**config.mk**
```make
export PLATFORM = sky130hd
export DESIGN_NAME = tmc_timer_ctrl
export DESIGN_NICKNAME = d
export VERILOG_FILES = /design/src/tmc_pkg.sv /design/src/tmc_prescaler.sv /design/src/tmc_timer_ctrl.sv
export SDC_FILE = /design/constraint.sdc
export NUM_CORES = 1
export LEC_CHECK = 0
export BUFFER_PORTS_ARGS = -buffer_cell sky130_fd_sc_hd__buf_2
export CELL_PAD_IN_SITES_DETAIL_PLACEMENT = 1
export CELL_PAD_IN_SITES_GLOBAL_PLACEMENT = 2
export CORE_UTILIZATION = 34
export DETAILED_ROUTE_END_ITERATION = 6
export HOLD_SLACK_MARGIN = 0.12
export MAX_ROUTING_LAYER = met4
export PLACE_DENSITY_LB_ADDON = 0.1
export SKIP_LAST_GASP = 1
export SLEW_MARGIN = 20
export SYNTH_ARGS = -nofsm -noshare
export SYNTH_HDL_FRONTEND = slang
export SYNTH_HIERARCHICAL = 1
export SYNTH_SLANG_ARGS = --single-unit
```
**constraint.sdc**
```tcl
create_clock -name ref_clk -period 2.8 [get_ports ref_clk]
set_input_delay 0.14 -clock ref_clk [delete_from_list [all_inputs] [get_ports ref_clk]]
set_output_delay 0.14 -clock ref_clk [all_outputs]
set_load 0.02 [all_outputs]
```
**src/tmc_pkg.sv**
```systemverilog
// ********************************************************************
// Constants shared by the dual timer/counter control block.
// ********************************************************************
package tmc_pkg;

   // ********************************************************************
   // Register indices and byte addresses on the Avalon-MM slave.
   // ********************************************************************
   // Each index is one 32-bit word; the byte address is four times it.
   localparam logic [7:0] IDX_TIMER3_CONTROL = 8'h27;
   localparam logic [7:0] IDX_TIMER4_CONTROL = 8'h28;
   localparam logic [7:0] IDX_TIMER3_PERIOD = 8'h2A;
   localparam logic [7:0] IDX_TIMER3_PULSE = 8'h2B;
   localparam logic [7:0] IDX_TIMER4_PERIOD = 8'h2C;
   localparam logic [7:0] IDX_TIMER4_PULSE = 8'h2D;
   localparam logic [7:0] IDX_STATUS = 8'h2E;
   localparam int ADDR_W = 8;
   localparam logic [ADDR_W-1:0] ADDR_TIMER3_CONTROL = 8'(IDX_TIMER3_CONTROL * 4);
   localparam logic [ADDR_W-1:0] ADDR_TIMER4_CONTROL = 8'(IDX_TIMER4_CONTROL * 4);
   localparam logic [ADDR_W-1:0] ADDR_TIMER3_PERIOD = 8'(IDX_TIMER3_PERIOD * 4);
   localparam logic [ADDR_W-1:0] ADDR_TIMER3_PULSE = 8'(IDX_TIMER3_PULSE * 4);
   localparam logic [ADDR_W-1:0] ADDR_TIMER4_PERIOD = 8'(IDX_TIMER4_PERIOD * 4);
   localparam logic [ADDR_W-1:0] ADDR_TIMER4_PULSE = 8'(IDX_TIMER4_PULSE * 4);
   localparam logic [ADDR_W-1:0] ADDR_STATUS = 8'(IDX_STATUS * 4);

   // ********************************************************************
   // Control register field layout and reset values.
   // ********************************************************************
   localparam int CTL_FF_BIT = 7;
   localparam int CTL_CLK_MSB = 6;
   localparam int CTL_CLK_LSB = 4;
   localparam int CTL_RUN_BIT = 3;
   localparam int CTL_MODE_MSB = 2;
   localparam int CTL_MODE_LSB = 0;
   localparam logic [7:0] CTL_RESET = 8'h00;
   localparam logic [7:0] TREG_RESET = 8'h00;

   // Status word bit positions.
   localparam int STAT_RUN3_BIT = 0;
   localparam int STAT_RUN4_BIT = 1;
   localparam int STAT_OUT3_BIT = 2;
   localparam int STAT_OUT4_BIT = 3;
   localparam int STAT_CASC_BIT = 4;
   localparam int STAT_CNT3_LSB = 8;
   localparam int STAT_CNT4_LSB = 16;

   // ********************************************************************
   // Encodings.
   // ********************************************************************
   typedef enum logic [2:0] {
      MODE_TIMER = 3'b000,
      MODE_PDO = 3'b001,
      MODE_PWM8 = 3'b010,
      MODE_CASCADE = 3'b011,
      MODE_TIMER16 = 3'b100,
      MODE_WARMUP = 3'b101,
      MODE_PWM16 = 3'b110,
      MODE_PPG16 = 3'b111
   } tmc_mode_t;

   typedef enum logic [2:0] {
      CLK_DIV11 = 3'b000,
      CLK_DIV7 = 3'b001,
      CLK_DIV5 = 3'b010,
      CLK_DIV3 = 3'b011,
      CLK_SUB = 3'b100,
      CLK_DIV1 = 3'b101,
      CLK_MAIN = 3'b110,
      CLK_PIN = 3'b111
   } tmc_clk_t;

   // Divider tap indices on the prescaler tick vector.
   localparam int TAP_DIV1 = 0;
   localparam int TAP_DIV3 = 1;
   localparam int TAP_DIV5 = 2;
   localparam int TAP_DIV7 = 3;
   localparam int TAP_DIV11 = 4;
   localparam int NUM_TAPS = 5;
   localparam logic [2:0] SUB_DIV_LAST = 3'h7;

endpackage : tmc_pkg

```
**src/tmc_prescaler.sv**
```systemverilog
`timescale 1ns/10ps
// ********************************************************************
// Free-running prescaler producing one-cycle divided ticks.
// ********************************************************************
module tmc_prescaler
   import tmc_pkg::*;
#(
   parameter int DIV_W = 11
) (
   input wire logic ref_clk,
   input wire logic rst_n,
   input wire logic subClkTick,
   output logic [NUM_TAPS-1:0] mainTicks,
   output logic subDiv3Tick
);

   // Tap k of the main divider fires every 2^TAP_SHIFT[k] reference cycles (2, 8, 32, 128, 2048).
   localparam int TAP_SHIFT [NUM_TAPS] = '{1, 3, 5, 7, 11};

   logic [DIV_W-1:0] divCnt_ff;
   logic [2:0] subCnt_ff;
   logic subDiv3Tick_ff;
   logic [NUM_TAPS-1:0] mainTicks_ff;

   // Main divider counts every reference clock edge.
   always_ff @(posedge ref_clk) begin
      if (!rst_n) begin
         divCnt_ff <= '0;
      end else begin
         divCnt_ff <= divCnt_ff + 1'b1;
      end
   end

   // A tap ticks when its low bits are all ones; registered for clean fan-out.
   genvar gi;
   generate
      for (gi = 0; gi < NUM_TAPS; gi++) begin : g_tap
         always_ff @(posedge ref_clk) begin
            if (!rst_n) begin
               mainTicks_ff[gi] <= 1'b0;
            end else begin
               mainTicks_ff[gi] <= &divCnt_ff[TAP_SHIFT[gi]-1:0];
            end
         end
      end
   endgenerate

   // Low-frequency clock divided by eight, counted on its strobes.
   always_ff @(posedge ref_clk) begin
      if (!rst_n) begin
         subCnt_ff <= '0;
         subDiv3Tick_ff <= 1'b0;
      end else begin
         subDiv3Tick_ff <= subClkTick && (subCnt_ff == SUB_DIV_LAST);
         if (subClkTick) begin
            subCnt_ff <= subCnt_ff + 1'b1;
         end
      end
   end

   assign mainTicks = mainTicks_ff;
   assign subDiv3Tick = subDiv3Tick_ff;

endmodule : tmc_prescaler

```
**src/tmc_timer_ctrl.sv**
```systemverilog
`timescale 1ns/10ps
// ********************************************************************
// Dual 8-bit timer/counter control with 16-bit cascade.
// ********************************************************************
// Overview of operation
// - Control plus period and pulse registers each
// - First control register resets to zero
// - Run 0 stops and clears; 1 counts
// - Normal/idle clock select decode, eight sources
// - Slow/sleep: low clock, pin; main warm-up
// - Mode 001 divider, 010 PWM (runs as 001 here, pulse register unused), 011 cascade
// - Mode 000 is the plain timer/counter (runs as 001 here, output toggles on match)
// - Cascade: first mode 011, second selects
// - Cascade clock from first, run/flop second
module tmc_timer_ctrl
   import tmc_pkg::*;
(
   input wire logic ref_clk,
   input wire logic rst_n,
   input wire logic [ADDR_W-1:0] address,
   input wire logic read,
   input wire logic write,
   input wire logic [3:0] byteenable,
   input wire logic [31:0] writedata,
   output logic [31:0] readdata,
   output logic waitrequest,
   input wire logic subClkTick,
   input wire logic slowMode,
   input wire logic prescalerSlowSelect,
   input wire logic timer3Pin,
   input wire logic timer4Pin,
   output logic timer3Out,
   output logic timer4Out
);

   // ********************************************************************
   // Declarations.
   // ********************************************************************
   logic [7:0] timer3Control_ff;
   logic [7:0] timer4Control_ff;
   logic [7:0] timer3PeriodReg_ff;
   logic [7:0] timer3PulseWidthReg_ff;
   logic [7:0] timer4PeriodReg_ff;
   logic [7:0] timer4PulseWidthReg_ff;
   logic [7:0] count3_ff;
   logic [7:0] count4_ff;
   logic run3Prev_ff;
   logic run4Prev_ff;
   logic timer3Out_ff;
   logic timer4Out_ff;
   logic pin3Prev_ff;
   logic pin4Prev_ff;
   logic waitrequest_ff;
   logic [31:0] readdata_ff;
   logic [31:0] nxt_readdata;
   logic [NUM_TAPS-1:0] mainTicks;
   logic subDiv3Tick;
   logic cascade;
   logic warmUp;
   logic run3;
   logic run4;
   logic ffCtl3;
   logic ffCtl4;
   logic tick3;
   logic tick4;
   logic match3;
   logic match4;
   logic match16;
   logic [15:0] count16;
   logic [15:0] nxt_count16;
   logic wrAccept;

   // ********************************************************************
   // Source clock selection.
   // ********************************************************************
   // Decodes a 3-bit clock select into a one-cycle count strobe. The slow
   // power modes keep only the low clock and pin sources; the main clock
   // there is granted solely to the warm-up counter.
   function automatic logic srcTick(
      input logic [2:0] sel,
      input logic slow,
      input logic dvSel,
      input logic warm,
      input logic [NUM_TAPS-1:0] taps,
      input logic subDiv,
      input logic subTick,
      input logic pinRise
   );
      logic t;
      t = 1'b0;
      if (slow) begin
         unique case (sel)
            CLK_DIV11: t = subDiv;
            CLK_SUB: t = subTick;
            CLK_MAIN: t = warm;
            CLK_PIN: t = pinRise;
            default: t = 1'b0;
         endcase
      end else begin
         unique case (sel)
            CLK_DIV11: t = dvSel ? subDiv : taps[TAP_DIV11];
            CLK_DIV7: t = taps[TAP_DIV7];
            CLK_DIV5: t = taps[TAP_DIV5];
            CLK_DIV3: t = taps[TAP_DIV3];
            CLK_SUB: t = subTick;
            CLK_DIV1: t = taps[TAP_DIV1];
            CLK_MAIN: t = 1'b1;
            CLK_PIN: t = pinRise;
         endcase
      end
      return t;
   endfunction : srcTick

   tmc_prescaler #(
      .DIV_W(11)
   ) u_prescaler (
      .ref_clk(ref_clk),
      .rst_n(rst_n),
      .subClkTick(subClkTick),
      .mainTicks(mainTicks),
      .subDiv3Tick(subDiv3Tick)
   );

   // Pin inputs are synchronous; only their rising edges count.
   always_ff @(posedge ref_clk) begin
      if (!rst_n) begin
         pin3Prev_ff <= 1'b0;
         pin4Prev_ff <= 1'b0;
      end else begin
         pin3Prev_ff <= timer3Pin;
         pin4Prev_ff <= timer4Pin;
      end
   end

   // ********************************************************************
   // Mode, run and clock routing.
   // ********************************************************************
   // In cascade the first timer only lends its clock select; run and the
   // output flop control are taken from the second timer.
   assign cascade = (timer3Control_ff[CTL_MODE_MSB:CTL_MODE_LSB] == MODE_CASCADE);
   assign warmUp = cascade && (timer4Control_ff[CTL_MODE_MSB:CTL_MODE_LSB] == MODE_WARMUP);
   assign run4 = timer4Control_ff[CTL_RUN_BIT];
   assign run3 = cascade ? run4 : timer3Control_ff[CTL_RUN_BIT];
   assign ffCtl4 = timer4Control_ff[CTL_FF_BIT];
   assign ffCtl3 = cascade ? ffCtl4 : timer3Control_ff[CTL_FF_BIT];
   assign tick3 = srcTick(timer3Control_ff[CTL_CLK_MSB:CTL_CLK_LSB], slowMode, prescalerSlowSelect,
                          warmUp, mainTicks, subDiv3Tick, subClkTick, timer3Pin && !pin3Prev_ff);
   assign tick4 = srcTick(timer4Control_ff[CTL_CLK_MSB:CTL_CLK_LSB], slowMode, prescalerSlowSelect,
                          1'b0, mainTicks, subDiv3Tick, subClkTick, timer4Pin && !pin4Prev_ff);

   // Compare values; the cascade pair compares as one 16-bit word.
   assign count16 = {count4_ff, count3_ff};
   assign match3 = (count3_ff == timer3PeriodReg_ff);
   assign match4 = (count4_ff == timer4PeriodReg_ff);
   assign match16 = (count16 == {timer4PeriodReg_ff, timer3PeriodReg_ff});
   assign nxt_count16 = match16 ? 16'h0000 : count16 + 16'h0001;

   // ********************************************************************
   // Counters.
   // ********************************************************************
   // A cleared run bit holds the counter at zero; the period match wraps it.
   always_ff @(posedge ref_clk) begin
      if (!rst_n) begin
         count3_ff <= 8'h00;
         count4_ff <= 8'h00;
      end else if (cascade) begin
         if (!run4) begin
            count3_ff <= 8'h00;
            count4_ff <= 8'h00;
         end else if (tick3) begin
            count3_ff <= nxt_count16[7:0];
            count4_ff <= nxt_count16[15:8];
         end
      end else begin
         if (!run3) begin
            count3_ff <= 8'h00;
         end else if (tick3) begin
            count3_ff <= match3 ? 8'h00 : count3_ff + 8'h01;
         end
         if (!run4) begin
            count4_ff <= 8'h00;
         end else if (tick4) begin
            count4_ff <= match4 ? 8'h00 : count4_ff + 8'h01;
         end
      end
   end

   // ********************************************************************
   // Output flip-flops.
   // ********************************************************************
   // On a start edge the flop takes its control bit; afterwards it toggles
   // on each period match, giving the divider output waveform.
   always_ff @(posedge ref_clk) begin
      if (!rst_n) begin
         run3Prev_ff <= 1'b0;
         run4Prev_ff <= 1'b0;
         timer3Out_ff <= 1'b0;
         timer4Out_ff <= 1'b0;
      end else begin
         run3Prev_ff <= run3;
         run4Prev_ff <= run4;
         if (run3 && !run3Prev_ff) begin
            timer3Out_ff <= ffCtl3;
         end else if (run3 && tick3 && (cascade ? match16 : match3)) begin
            timer3Out_ff <= !timer3Out_ff;
         end
         if (run4 && !run4Prev_ff) begin
            timer4Out_ff <= ffCtl4;
         end else if (run4 && (cascade ? (tick3 && match16) : (tick4 && match4))) begin
            timer4Out_ff <= !timer4Out_ff;
         end
      end
   end

   assign timer3Out = timer3Out_ff;
   assign timer4Out = timer4Out_ff;

   // ********************************************************************
   // Avalon-MM slave handshake.
   // ********************************************************************
   // Waitrequest rests high and drops for exactly one cycle per request,
   // so every access completes one edge after it is first seen.
   always_ff @(posedge ref_clk) begin
      if (!rst_n) begin
         waitrequest_ff <= 1'b1;
      end else if (!waitrequest_ff) begin
         waitrequest_ff <= 1'b1;
      end else if (read || write) begin
         waitrequest_ff <= 1'b0;
      end
   end

   assign wrAccept = write && !waitrequest_ff && byteenable[0];
   assign waitrequest = waitrequest_ff;

   // ********************************************************************
   // Register file.
   // ********************************************************************
   // Writes land at the completing edge. Mode, clock and flop fields are
   // stored as written; software is trusted to hold them while running.
   always_ff @(posedge ref_clk) begin
      if (!rst_n) begin
         timer3Control_ff <= CTL_RESET;
         timer4Control_ff <= CTL_RESET;
      end else if (wrAccept && (address == ADDR_TIMER3_CONTROL)) begin
         timer3Control_ff <= writedata[7:0];
      end else if (wrAccept && (address == ADDR_TIMER4_CONTROL)) begin
         timer4Control_ff <= writedata[7:0];
      end
   end

   // Timer registers: period and pulse width for each timer.
   always_ff @(posedge ref_clk) begin
      if (!rst_n) begin
         timer3PeriodReg_ff <= TREG_RESET;
         timer3PulseWidthReg_ff <= TREG_RESET;
         timer4PeriodReg_ff <= TREG_RESET;
         timer4PulseWidthReg_ff <= TREG_RESET;
      end else if (wrAccept) begin
         unique case (address)
            ADDR_TIMER3_PERIOD: timer3PeriodReg_ff <= writedata[7:0];
            ADDR_TIMER3_PULSE: timer3PulseWidthReg_ff <= writedata[7:0];
            ADDR_TIMER4_PERIOD: timer4PeriodReg_ff <= writedata[7:0];
            ADDR_TIMER4_PULSE: timer4PulseWidthReg_ff <= writedata[7:0];
            default: ;
         endcase
      end
   end

   // Read mux; unmapped addresses read as zero.
   always_comb begin
      nxt_readdata = 32'h0000_0000;
      unique case (address)
         ADDR_TIMER3_CONTROL: nxt_readdata[7:0] = timer3Control_ff;
         ADDR_TIMER4_CONTROL: nxt_readdata[7:0] = timer4Control_ff;
         ADDR_TIMER3_PERIOD: nxt_readdata[7:0] = timer3PeriodReg_ff;
         ADDR_TIMER3_PULSE: nxt_readdata[7:0] = timer3PulseWidthReg_ff;
         ADDR_TIMER4_PERIOD: nxt_readdata[7:0] = timer4PeriodReg_ff;
         ADDR_TIMER4_PULSE: nxt_readdata[7:0] = timer4PulseWidthReg_ff;
         ADDR_STATUS: begin
            nxt_readdata[STAT_RUN3_BIT] = run3;
            nxt_readdata[STAT_RUN4_BIT] = run4;
            nxt_readdata[STAT_OUT3_BIT] = timer3Out_ff;
            nxt_readdata[STAT_OUT4_BIT] = timer4Out_ff;
            nxt_readdata[STAT_CASC_BIT] = cascade;
            nxt_readdata[STAT_CNT3_LSB +: 8] = count3_ff;
            nxt_readdata[STAT_CNT4_LSB +: 8] = count4_ff;
         end
         default: nxt_readdata = 32'h0000_0000;
      endcase
   end

   // Read data is captured when the request is first seen and then holds,
   // so it stands at the edge where waitrequest is sampled low.
   always_ff @(posedge ref_clk) begin
      if (!rst_n) begin
         readdata_ff <= 32'h0000_0000;
      end else if (read && waitrequest_ff) begin
         readdata_ff <= nxt_readdata;
      end
   end

   assign readdata = readdata_ff;

endmodule : tmc_timer_ctrl

```
Word level (Yosys, flattened, before mapping)
Cells that the tools add are included.
- bits in registers: 115
- input bits: 53
- output and inout bits: 35
- add/sub/neg operators: 5
- equality and inequality tests: 30
- muxes and demuxes: 32
- bitwise logic cells: 1
- reduce and logical (&&, ||, !) cells: 40
- operators by type and width (cell ; count):
    $mux 8 ; 12
    $eq 8x8->1 const B ; 7
    $pmux 5 s7 ; 1
    $mux 16 ; 2
    $eq 3x3->1 const B ; 10
    $pmux 3 s6 ; 1
    $add 16x1->16 const B ; 1
    $add 8x1->8 const B ; 2
    $eq 16x16->1 ; 1
    $eq 8x8->1 ; 2
    $logic_and 1x1->1 ; 16
    $pmux 1 s8 ; 2
    $reduce_and 2->1 ; 8
    $eq 3x2->1 const B ; 5
    $mux 1 ; 12
    $add 11x1->11 const B ; 1
    $reduce_and 11->1 ; 1
    $logic_not 1->1 ; 7
    $reduce_and 7->1 ; 1
    $eq 3x1->1 const B ; 2
    $logic_not 3->1 ; 2
    $ne 3x2->1 const B ; 2
    $reduce_and 5->1 ; 1
    $pmux 1 s4 ; 1
    7 further kinds ; 8

Depth between registers and ports, before layout
Gate-level depths: netlist of run 1.
- word-level depth: 9
- depth in mapped cells: 8
- depth with buffers taken out: 7

Cells and area by module
The synthesis of run 1 kept the hierarchy.
- modules (own cells, without submodules) (module ; instances ; cells each ; area each (sq um)):
    tmc_timer_ctrl ; 1 ; 542 ; 4683.2
    tmc_prescaler ; 1 ; 76 ; 770.7

Least setup slack after synthesis of run 1
No wires, ideal clock.
- path kind: register to register
- start: reg timer3Control_ff[5]
- end: reg count4_ff[5]
- setup time: 0.087 ns
- arrival: 2.062 ns
- path slack: 0.651 ns
- stages on the path, launching flop included: 9
- period minus slack after synthesis: 2.149 ns
- cell sequence: dfxtp_1 buf_6 o21a_1 a32o_2 a31oi_1 a21oi_2 o21a_4 or4_4 o31ai_1
- longest elaborated chain between the ends: 5
- elaborated cells between the ends (all ways): 13
- those cells by class: 8 x eq/ne; 3 x mux; 2 x reduce/logical
- ends and longest elaborated chain (item ; RTL line ; RTL):
    start, declared ; tmc_timer_ctrl.sv:39 ; logic [7:0] timer3Control_ff;
    start signal, assigned ; tmc_timer_ctrl.sv:246 ; timer3Control_ff <= writedata[7:0];
    $eq 3x3->1, or another cell as far along ; tmc_timer_ctrl.sv:92, tmc_timer_ctrl.sv:100 ;
    $pmux 1 s8 or $pmux 1 s4 (tied branches) ; tmc_timer_ctrl.sv:100, tmc_timer_ctrl.sv:92 ;
    $mux 1 * ; tmc_timer_ctrl.sv:91 ; if (slow) begin
    $ne 3x2->1 (no source line) * ; n/a ;
    $reduce_and 2->1 (no source line) * ; n/a ;
    end signal, assigned ; tmc_timer_ctrl.sv:172 ; count4_ff <= nxt_count16[15:8];
    end signal, assigned ; tmc_timer_ctrl.sv:183 ; count4_ff <= match4 ? 8'h00 : count4_ff + 8'h01;
    end, declared ; tmc_timer_ctrl.sv:46 ; logic [7:0] count4_ff;
Mark *: on every way between the ends. The rest lies on a longest branch, timed or not.
A chain may end at the register's enable or synchronous reset.

Worst setup path in the final report of run 1
- start: reg timer3Control_ff[4]
- end: reg count4_ff[5]
The elaborated chain is that of the path after synthesis.

==> results of run 1 <==
## repair_timing
action,4_1_cts,5_1_grt
setup endpoints to repair,0,0
hold buffers,13,0
endpoints found under the hold margin,53,0
## critical path, cell delays in order (launching register included)
cell and delay (ns):
dfxtp_1 0.40, nor4bb_1 0.44, nand3_1 0.16, a31oi_1 0.36, a21oi_2 0.17, o21a_4 0.25, or4_4 0.53, o31ai_1 0.22
## logic make-up (layout without fill, tap and decap cells)
kind of cell / count (synthesis) / in the layout / synth area share (%)
AND/OR/NAND/NOR: 233 / 233 / 21.1
multiplexers: 62 / 62 / 11.4
adder cells (fa/ha/maj): 7 / 7 / 1.61
buffers and inverters: 53 / 138 / 4.45
XOR/XNOR: 25 / 25 / 4.01
flip-flops: 115 / 115 / 42.2
other: 1 / 8 / 0.0688
AO/OA/AOI/OAI: 122 / 122 / 15.1
## routing by layer
| layer | vias to the layer above | routed length (um) |
|---|---|---|
| li1 | 2356 | - |
| met1 | 2380 | 8210 |
| met2 | 78 | 7740 |
| met3 | 11 | 496 |
| met4 | 0 | 142 |
| met5 | - | 0 |
## power by group through the flow
stage / sequential, mW / clock (mW) / combinational [mW]
6_report: 1.67 / 2.25 / 0.190
2_1_floorplan: 1.71 / 0 / 0.0987
5_1_grt: 1.67 / 2.37 / 0.209
4_1_cts: 1.67 / 2.30 / 0.191
3_5_place_dp: 1.70 / 0 / 0.176
3_3_place_gp: 1.70 / 0 / 0.173
## final timing paths
path | depth (start not counted) | start | slack, ns | endpoint
worst max register to register | 7 | timer3Control_ff[4] | 0.19 | count4_ff[5]
worst min register to register | 2 | readdata[11] | 0.44 | readdata[11]
worst min-delay path | 5 | address[5] | 0.26 | readdata[0]
worst max-delay path | 7 | timer3Control_ff[4] | 0.19 | count4_ff[5]
## metrics by stage
| step | cell area (um2) | hold slack (ns) | setup WS, ns |
|---|---|---|---|
| global route | 6760 | 0.276 | 0.0258 |
| detailed placement | 6020 | 0.367 | 0.212 |
| floorplan | 5480 | 0.256 | 0.651 |
| finish | 6760 | 0.258 | 0.190 |
| global placement | 6020 | 0.357 | 0.241 |
| CTS | 6760 | 0.238 | 0.174 |
## layout by cell type, fill, tap and decap left out, types with 9 or more instances in the layout
master and n:
dfxtp_1 115, nor2_1 87, mux2i_1 62, buf_2 52, nand2_1 51, a21oi_1 40
nand3_1 26, buf_4 26, o21ai_0 22, xor2_1 22, clkbuf_16 17, inv_1 14
a221oi_1 13, dlygate4sd3_1 13, and2_1 9, a31oi_1 9
## area by class of cell
| cell class | count | area [um2] | area share, % |
|---|---|---|---|
| Clock buffer | 22 | 484 | 7.16 |
| Tap cell | 211 | 264 | 3.90 |
| Timing Repair Buffer | 91 | 586 | 8.66 |
| Sequential cell | 115 | 2300 | 34.0 |
| Inverter | 16 | 60.1 | 0.888 |
| Clock inverter | 9 | 128 | 1.89 |
| Multi-Input combinational cell | 457 | 2940 | 43.5 |
## flip-flops by register name (all words and copies together), names as in the netlist, 8 cells and up
| name | cells |
|---|---|
| readdata | 24 |
| u_prescaler/divCnt_ff | 11 |
| count3_ff | 8 |
| count4_ff | 8 |
| timer3Control_ff | 8 |
| timer3PeriodReg_ff | 8 |
| timer3PulseWidthReg_ff | 8 |
| timer4Control_ff | 8 |
| timer4PeriodReg_ff | 8 |
| timer4PulseWidthReg_ff | 8 |
==> summary.txt, run 1 <==
Outcome
  – Status: finished, final reports clean

Yosys
  – Most common library cells after synthesis: dfxtp_1 (115), nor2_1 (87), mux2i_1 (62)
  – Top FF cell, synth: dfxtp_1
  – Cells after Synth: around 620
  – Mean post-synth cell area: ~8.8 um2
  – Yosys reg bits: roughly 120
  – Cell variety after synth: 62
  – Top cells by area, synth: dfxtp_1 (42%), mux2i_1 (11%), nor2_1 (6.0%)
  – Mapped cell area: between 0.005 and 0.006 mm2
  – Number of flops mapped to enable cells by yosys: 0
  – Top-count cell post-synth: dfxtp_1
  – Async set-reset flop share out of synthesis: 0%
  – Sequential share of the synthesized area: 42.2%
  – Post-synth top area cell: dfxtp_1
  – Post-synth top area share: 42.2%
  – Syn. warnings: 6

Power and ir drop
  – Leak: 2.65 nW
  – Comb pwr share: under 10%
  – P_sw: slightly above 0.9 mW
  – Register share of total power: 40.6%
  – Sw Ratio: 22.1%
  – Int Pwr: roughly 3.2 mW
  – Cell Pwr Density: a little over 600 mW/mm2
  – Pwr Total: roughly 4.1 mW
  – Clock share of power: 54.8%
  – Maximum VDD drop: ~0.42 mV

Floorplan
  – I/O pin count: 88
  – Initial Utilization: a little over a third
  – Rows: between 40 and 50
  – Core area: ~0.015 mm2
  – Die W: about 130 um
  – Die Span Y: 129 um
  – Die ar.: 0.0166 mm2

Timing
  – Slew Limit Headroom: 42.4%
  – Max frequency: 0.383 GHz
  – Sum Neg Setup Slack: 0 ns
  – Min Clock Period, post-route: about 2.6 ns
  – Final Hold Vio Count: 0
  – Worst-margin pin slew: 0.863 ns
  – Crit share post-route: between 90% and 100%
  – RSZ-0062 raised after global routing: false
  – Final setup violation count: 0
  – Worst Skew: 0.00599 ns
  – Final Max Slew Viols: 0

GRT
  – GRT Max-Usage Layer: met2
  – Initial antenna violation count: 0
  – Total Routing Usage GR: between 20% and 30%
  – Gr ovfl total: 0
  – M3 GR Usage: between 3 and 4%
  – Vias in the first global route: 4981
  – Grt met1 use: 28.4%
  – Met2 GRT Util: 35.9%
  – Global-route wire length before repair: about 27000 um
  – Largest net degree at the start of global routing: 38

Place
  – GPL Wtd Cong: just over 0.8
  – Placed insts: 877
  – DP HPWL: ~12000 um
  – Number of I/O port buffers: between 50 and 60

Cells and area
  – Final std cells w/o fill: ~920
  – Layout cell share with drive strength beyond 1: a little under a fifth
  – Filler cells: about 1900
  – Post-layout util: 43.8%
  – Layout area overhead: 24.0%
  – Final #Nets: 758
  – ANT cells: 0

Clock network
  – Number of CTS-inserted buffers: 17
  – Clk sinks: between 100 and 150
  – Setup bufs post-CTS: 0
  – Max clock buf depth: 2
  – Cts repair resizes: 0
  – CTS tree: done
  – Clock latency on the worst-skew pair: between 0.4 and 0.5 ns
  – Root Driver: clkbuf_16
  – Depth of the CTS H-tree: 4
  – Clk slew on worst S/H paths: 0.06 ns

Route
  – Post-route antenna net violation count: 0
  – Iteration-0 DRC Markers: 198
  – Via count: just under 5000
  – Drt wl/cell: ~18 um
  – Vias per cell: approximately 5.2
  – WL final: approximately 17000 um
  – Drt first pass iters: 4
  – Residual DRC count: 0

Run
  – MaxCap Viol Count: 0

Setup path
  – Worst Setup End Kind: flip-flop
  – Req. time, crit path: about 3.1 ns
  – Critical Path Fanout Max: 8
  – Critical path data arrival time: a little under 3 ns
  – Setup crit start kind: flip-flop
  – Critical path type: flip-flop to flip-flop

Worst hold path
  – Hold Crit Class: input port to flip-flop
No activity file was read; power rests on OpenSTA's default activity.
==> run 2: changes to the inputs <==
- CELL_PAD_IN_SITES_DETAIL_PLACEMENT: 1 -> unset
- CELL_PAD_IN_SITES_GLOBAL_PLACEMENT: 2 -> unset
- CORE_UTILIZATION: 34 -> 57
- CTS_CLUSTER_SIZE: unset -> 16
- PLACE_DENSITY: unset -> 0.8
- PLACE_DENSITY_LB_ADDON: 0.1 -> unset
==> run 2 against run 1 <==
Against the previous run:
- clock power shrank 12%
- design area shrank 3.3%
- global-route usage rose by 9.3 points
- register-to-register slack barely moved
- largest cell class unchanged
- largest power group unchanged
==> summary.txt, run 2 (synthesis results as in run 1) <==
Cells and area
  – Most common cell after layout, fill and taps aside: dfxtp_1
  – Layout area overhead: 19.9%
  – Commonest non-fill, non-tap cells in the layout: dfxtp_1 (115), nor2_1 (87), mux2i_1 (62)
  – Layout cell share with drive strength beyond 1: 17.5%
  – ANT cells: 0
  – Filler cells: ~680
  – Final #Nets: 750
  – Final std cells w/o fill: around 830
  – Final instance area: between 0.006 and 0.007 mm2
  – Number of flip-flops in the largest register: 24

Route
  – Residual DRC count: 0
  – Iteration-0 DRC Markers: 394
  – Via count: roughly 5000
  – Post-route antenna net violation count: 0
  – Vias per cell: ~6.0
  – Drt first pass iters: 5
  – WL final: about 14000 um
  – Drt wl/cell: around 17 um

Power and ir drop
  – Leak: around 2.6 nW
  – Cell Pwr Density: 586 mW/mm2
  – Maximum VDD drop: between 0.4 and 0.5 mV
  – Pwr Total: between 3 and 4 mW

Setup path
  – Critical Path Fanout Max: 12
  – Req. time, crit path: 3.22 ns
  – Crit-path cells: and4b_1 > o21ai_0 > a31oi_1 > a21oi_2 > o21a_4 > or4_4 > o31ai_1
  – CP startpoint: timer3Control_ff[5]
  – Critical path data arrival time: between 3 and 4 ns
  – Biggest cell delay along the critical path: 0.53 ns
  – Setup crit start kind: flip-flop
  – Critical path type: flip-flop to flip-flop
  – Worst Setup End Kind: flip-flop
  – Slowest CP cell: dfxtp_1
  – R2R Path Start: timer3Control_ff[5]

Timing
  – RSZ-0062 raised after global routing: false
  – Worst-margin pin slew: 0.757 ns
  – Min Clock Period, post-route: around 2.6 ns
  – Final Hold Vio Count: 0
  – Max frequency: between 0.3 and 0.4 GHz
  – Slew Limit Headroom: 49.4%
  – Sum Neg Setup Slack: 0 ns
  – Final Max Slew Viols: 0
  – Final setup violation count: 0
  – Worst Skew: 0.00921 ns
  – Crit share post-route: 93.2%
  – Final worst slack: roughly 0.19 ns

GRT
  – Global-route wire length before repair: roughly 24000 um
  – Vias in the first global route: 4858
  – Initial antenna violation count: 0
  – Total Routing Usage GR: 31.6%
  – Largest net degree at the start of global routing: 50
  – Gr ovfl total: 0

Clock network
  – Number of CTS-inserted buffers: 17
  – Clk sinks: around 120
  – Clk slew on worst S/H paths: 0.06 ns
  – Max clock buf depth: 2
  – CTS tree: done
  – Depth of the CTS H-tree: 4
  – Root Driver: clkbuf_8
  – Setup bufs post-CTS: 0
  – Clock latency on the worst-skew pair: ~0.52 ns

Floorplan
  – Die Span Y: 99.8 um
  – Die W: roughly 100 um
  – Rows: 35
  – Die ar.: between 0.009 and 0.01 mm2
  – I/O pin count: 88
  – Initial Utilization: between 50 and 60%
  – Core area: between 0.009 and 0.01 mm2

Place
  – DP HPWL: ~9500 um
  – Number of I/O port buffers: 52
  – Placed insts: between 700 and 800
  – GPL Wtd Cong: 0.922
  – Post-DP Area: 0.00586 mm2
  – Pre-CTS WS: 0.298 ns

Worst hold path
  – Hold_sp: rst_n
  – Hold Crit Class: input port to flip-flop

Outcome
  – Status: finished, final reports clean

Run
  – MaxCap Viol Count: 0
## run 2: changes by cell type in the layout (fill, tap and decap cells not counted), sizes merged
cell	before	now
bufinv	3	1
inv	16	19
buf	78	70
clkinv	3	8
clkbuf	22	17
## run 2: worst paths after layout
check / end / slack, ns / cells after the start
worst max-delay path: count4_ff[7] / 0.19 / 7
worst min-delay path: count4_ff[6] / 0.15 / 2
worst max register to register: count4_ff[7] / 0.19 / 7
worst min register to register: readdata[14] / 0.45 / 2
## run 2: what timing repair did
item	4_1_cts	5_1_grt
resized for setup	0	0
hold buffers	13	0
endpoints found under the hold margin	55	0
## run 2: layout make-up
class / count / area, um2 / area share (%)
Clock buffer: 17 / 414 / 6.33
Timing Repair Buffer: 83 / 526 / 8.04
Inverter: 16 / 60.1 / 0.919
Multi-Input combinational cell: 457 / 2940 / 45.0
Clock inverter: 15 / 134 / 2.05
Sequential cell: 115 / 2300 / 35.2
Tap cell: 129 / 161 / 2.47
## run 2: report_power, final
| group | internal (mW) | switching (mW) |
|---|---|---|
| logic | 0.0621 | 0.121 |
| registers | 1.66 | 0.0130 |
| clock network | 1.18 | 0.800 |
## run 2: critical path: cells and delay by family, from the launching register on
kind | cells | cell delay, ns
AOI/OAI and AO/OA | 5 | 1.22
and+or+nand+nor | 2 | 0.76
DFF | 1 | 0.53
## run 2: per-stage QoR
stage                     hold WS, ns  util [%]
after detailed placement        0.363      63.4
final                           0.149      70.8
after global routing            0.161      70.8
after global placement          0.358      63.4
after floorplan                 0.256         -
after CTS                       0.129      70.8
## run 2: per-layer routing
layer | global-route usage (%) | vias to the layer above | routed length, um
met2 | 50.5 | 234 | 6970
met3 | 7.45 | 43 | 1070
met5 | - | - | 0
met4 | 16.3 | 0 | 423
met1 | 37.1 | 2361 | 5890
li1 | - | 2341 | -
==> run 3: changes to the inputs <==
- CORE_UTILIZATION: 57 -> 61
- HOLD_SLACK_MARGIN: 0.12 -> 0.05
- PLACE_DENSITY: 0.8 -> unset
- PLACE_DENSITY_LB_ADDON: unset -> 0.12
- clock period: 2.8 -> 3.2 ns (I/O delays scaled with it)
==> run 3 against run 2 <==
Against the previous run:
- register-to-register slack improved by 0.31 ns
- final cell count fell by 3.1%
- first-iteration DRC count decreased by 5.1%
- global-route usage increased by 1.7 points
- utilization grew 4.5 points
- die area decreased by 6.4%
- combinational power shrank 9.8%
- clock-buffer cell count grew 1
- sequential power is 13% lower
- maximum frequency down 3.3%
- total power is 7.2% lower
- critical path depth unchanged
==> summary.txt, run 3 (synthesis results as in run 1) <==
Timing
  – Final Max Slew Viols: 0
  – Final Hold Vio Count: 0
  – Crit share post-route: a little over four fifths
  – Max frequency: roughly 0.37 GHz
  – Final setup violation count: 0
  – Worst Skew: 0.00869 ns
  – Sum Neg Setup Slack: 0 ns
  – Worst-margin pin slew: around 0.86 ns
  – Min Clock Period, post-route: around 2.7 ns
  – RSZ-0062 raised after global routing: false
  – Slew Limit Headroom: a little over two fifths

Cells and area
  – Sequential cell area: approximately 0.0023 mm2
  – Commonest non-fill, non-tap cells in the layout: dfxtp_1 (115), nor2_1 (87), mux2i_1 (62)
  – Layout area overhead: 19.8%
  – Most common cell after layout, fill and taps aside: dfxtp_1
  – Filler cells: 643
  – ANT cells: 0
  – Area of the multi-input gates: 0.00294 mm2
  – Final #Nets: between 700 and 800
  – Number of flip-flops in the largest register: 24
  – Post-layout util: between 70% and 80%
  – Layout cell share with drive strength beyond 1: 16.8%

Floorplan
  – Die Span Y: 96.6 um
  – Initial Utilization: between 60 and 70%
  – Die ar.: about 0.0093 mm2
  – Die W: between 90 and 100 um
  – Core area: just under 0.009 mm2
  – Rows: 34
  – I/O pin count: 88

Setup path
  – Critical path data arrival time: just over 3 ns
  – CP startpoint: timer3Control_ff[4]
  – R2R Path Start: timer3Control_ff[4]
  – Critical Path Fanout Max: 8
  – R2R Setup Slk: roughly 0.5 ns
  – Setup crit start kind: flip-flop
  – Worst Setup End Kind: flip-flop
  – Req. time, crit path: 3.58 ns
  – Worst reg2reg path depth: 7
  – Worst r2r dst: count3_ff[0]
  – Critical path type: flip-flop to flip-flop

Power and ir drop
  – Maximum VDD drop: just under 0.5 mV
  – Clock share of power: between 50% and 60%
  – Sw Ratio: a little under a quarter
  – P_sw: 0.838 mW
  – Comb pwr share: 4.6%
  – Register share of total power: 41.0%
  – Cell Pwr Density: between 500 and 600 mW/mm2
  – Leak: about 2.6 nW
  – Int Pwr: around 2.7 mW

Clock network
  – Max clock buf depth: 2
  – Clk sinks: ~120
  – Root Driver: clkbuf_8
  – Number of CTS-inserted buffers: 17
  – CTS tree: done
  – Clk slew on worst S/H paths: roughly 0.060 ns
  – Depth of the CTS H-tree: 4
  – Clock latency on the worst-skew pair: around 0.52 ns
  – Cts repair resizes: 0

Worst hold path
  – Hold_sp: address[5]
  – Hold Crit Class: input port to flip-flop
  – Hold path cells: 5
  – Hold Path Sink: readdata[2]

Route
  – Drt wl/cell: 17.7 um
  – Iteration-0 DRC Markers: approximately 370
  – Vias per cell: 6.08
  – Post-route antenna net violation count: 0
  – Drt first pass iters: 5
  – Residual DRC count: 0
  – Via count: 4899
  – WL final: roughly 14000 um

GRT
  – Global-route wire length before repair: about 22000 um
  – Total Routing Usage GR: about a third
  – Largest net degree at the start of global routing: between 60 and 70
  – Initial antenna violation count: 0
  – Gr ovfl total: 0
  – Vias in the first global route: 4559

Outcome
  – Status: finished, final reports clean

Place
  – GPL Wtd Cong: between 0.9 and 1
  – DP HPWL: 9510 um
  – Number of I/O port buffers: 52

Run
  – MaxCap Viol Count: 0
==> run 3: changes by cell type in the layout (fill, tap and decap cells not counted) <==
cell and change:
bufinv_16 +2, buf_4 -6, clkinvlp_4 +1, clkinv_2 -3
dlygate4sd3_1 +1, clkinv_4 -1, clkbuf_8 +1
==> run 3: metrics by stage <==
| step | power (mW) | cells | worst slack (ns) | hold WS [ns] | instance area (um2) |
|---|---|---|---|---|---|
| after floorplan | 1.58 | 625 | 1.05 | 0.276 | 5480 |
| after global placement | 1.63 | 760 | 0.634 | 0.377 | 5790 |
| after detailed placement | 1.64 | 760 | 0.588 | 0.386 | 5790 |
| after CTS | 3.57 | 806 | 0.567 | 0.148 | 6530 |
| after global routing | 3.66 | 806 | 0.370 | 0.180 | 6530 |
| final | 3.56 | 806 | 0.502 | 0.169 | 6530 |
==> run 3: critical path, stage by stage (launching register included) <==
cell and delay [ns]:
dfxtp_1 0.39, nor4bb_1 0.42, nand3_1 0.16, o211a_1 0.28, o31ai_4 0.44, inv_1 0.13, o31ai_2 0.59, nor2_1 0.14
==> run 3: power by group through the flow <==
stage / Clock (mW) / Sequential, mW / Combinational, mW
3_5_place_dp: 0 / 1.49 / 0.148
3_3_place_gp: 0 / 1.49 / 0.143
2_1_floorplan: 0 / 1.50 / 0.0863
5_1_grt: 2.02 / 1.46 / 0.179
4_1_cts: 1.94 / 1.46 / 0.162
6_report: 1.93 / 1.46 / 0.165
==> run 3: cell type report <==
class	instances	share of cell area, %
clock buffers	18	6.55
clock inverters	14	2.72
inverters	16	0.919
multi-input cells	457	45.0
flip-flops and latches	115	35.2
well taps	108	2.07
repair buffers	78	7.51
==> run 3: worst max-delay path by stage <==
stage | end | cells after the start | slack (ns)
floorplan | count4_ff[5] | 8 | 1.05
global placement | count3_ff[4] | 7 | 0.63
detailed placement | count3_ff[7] | 7 | 0.59
CTS | count3_ff[0] | 7 | 0.57
global route | count3_ff[0] | 7 | 0.37
finish | count3_ff[0] | 7 | 0.50
==> run 3: timing repair <==
action,in CTS,in global routing
buffers inserted,0,0
hold buffers,14,0
hold endpoints to repair,62,0
setup endpoints to repair,0,0
==> run 3: per-layer routing <==
metal | up-vias | share of wire (%) | track usage [%]
met5 | - | 0 | -
met4 | 0 | 1.8 | 11.8
met3 | 27 | 5.9 | 6.73
met2 | 185 | 48 | 54.3
met1 | 2344 | 44 | 40.8
li1 | 2343 | - | -
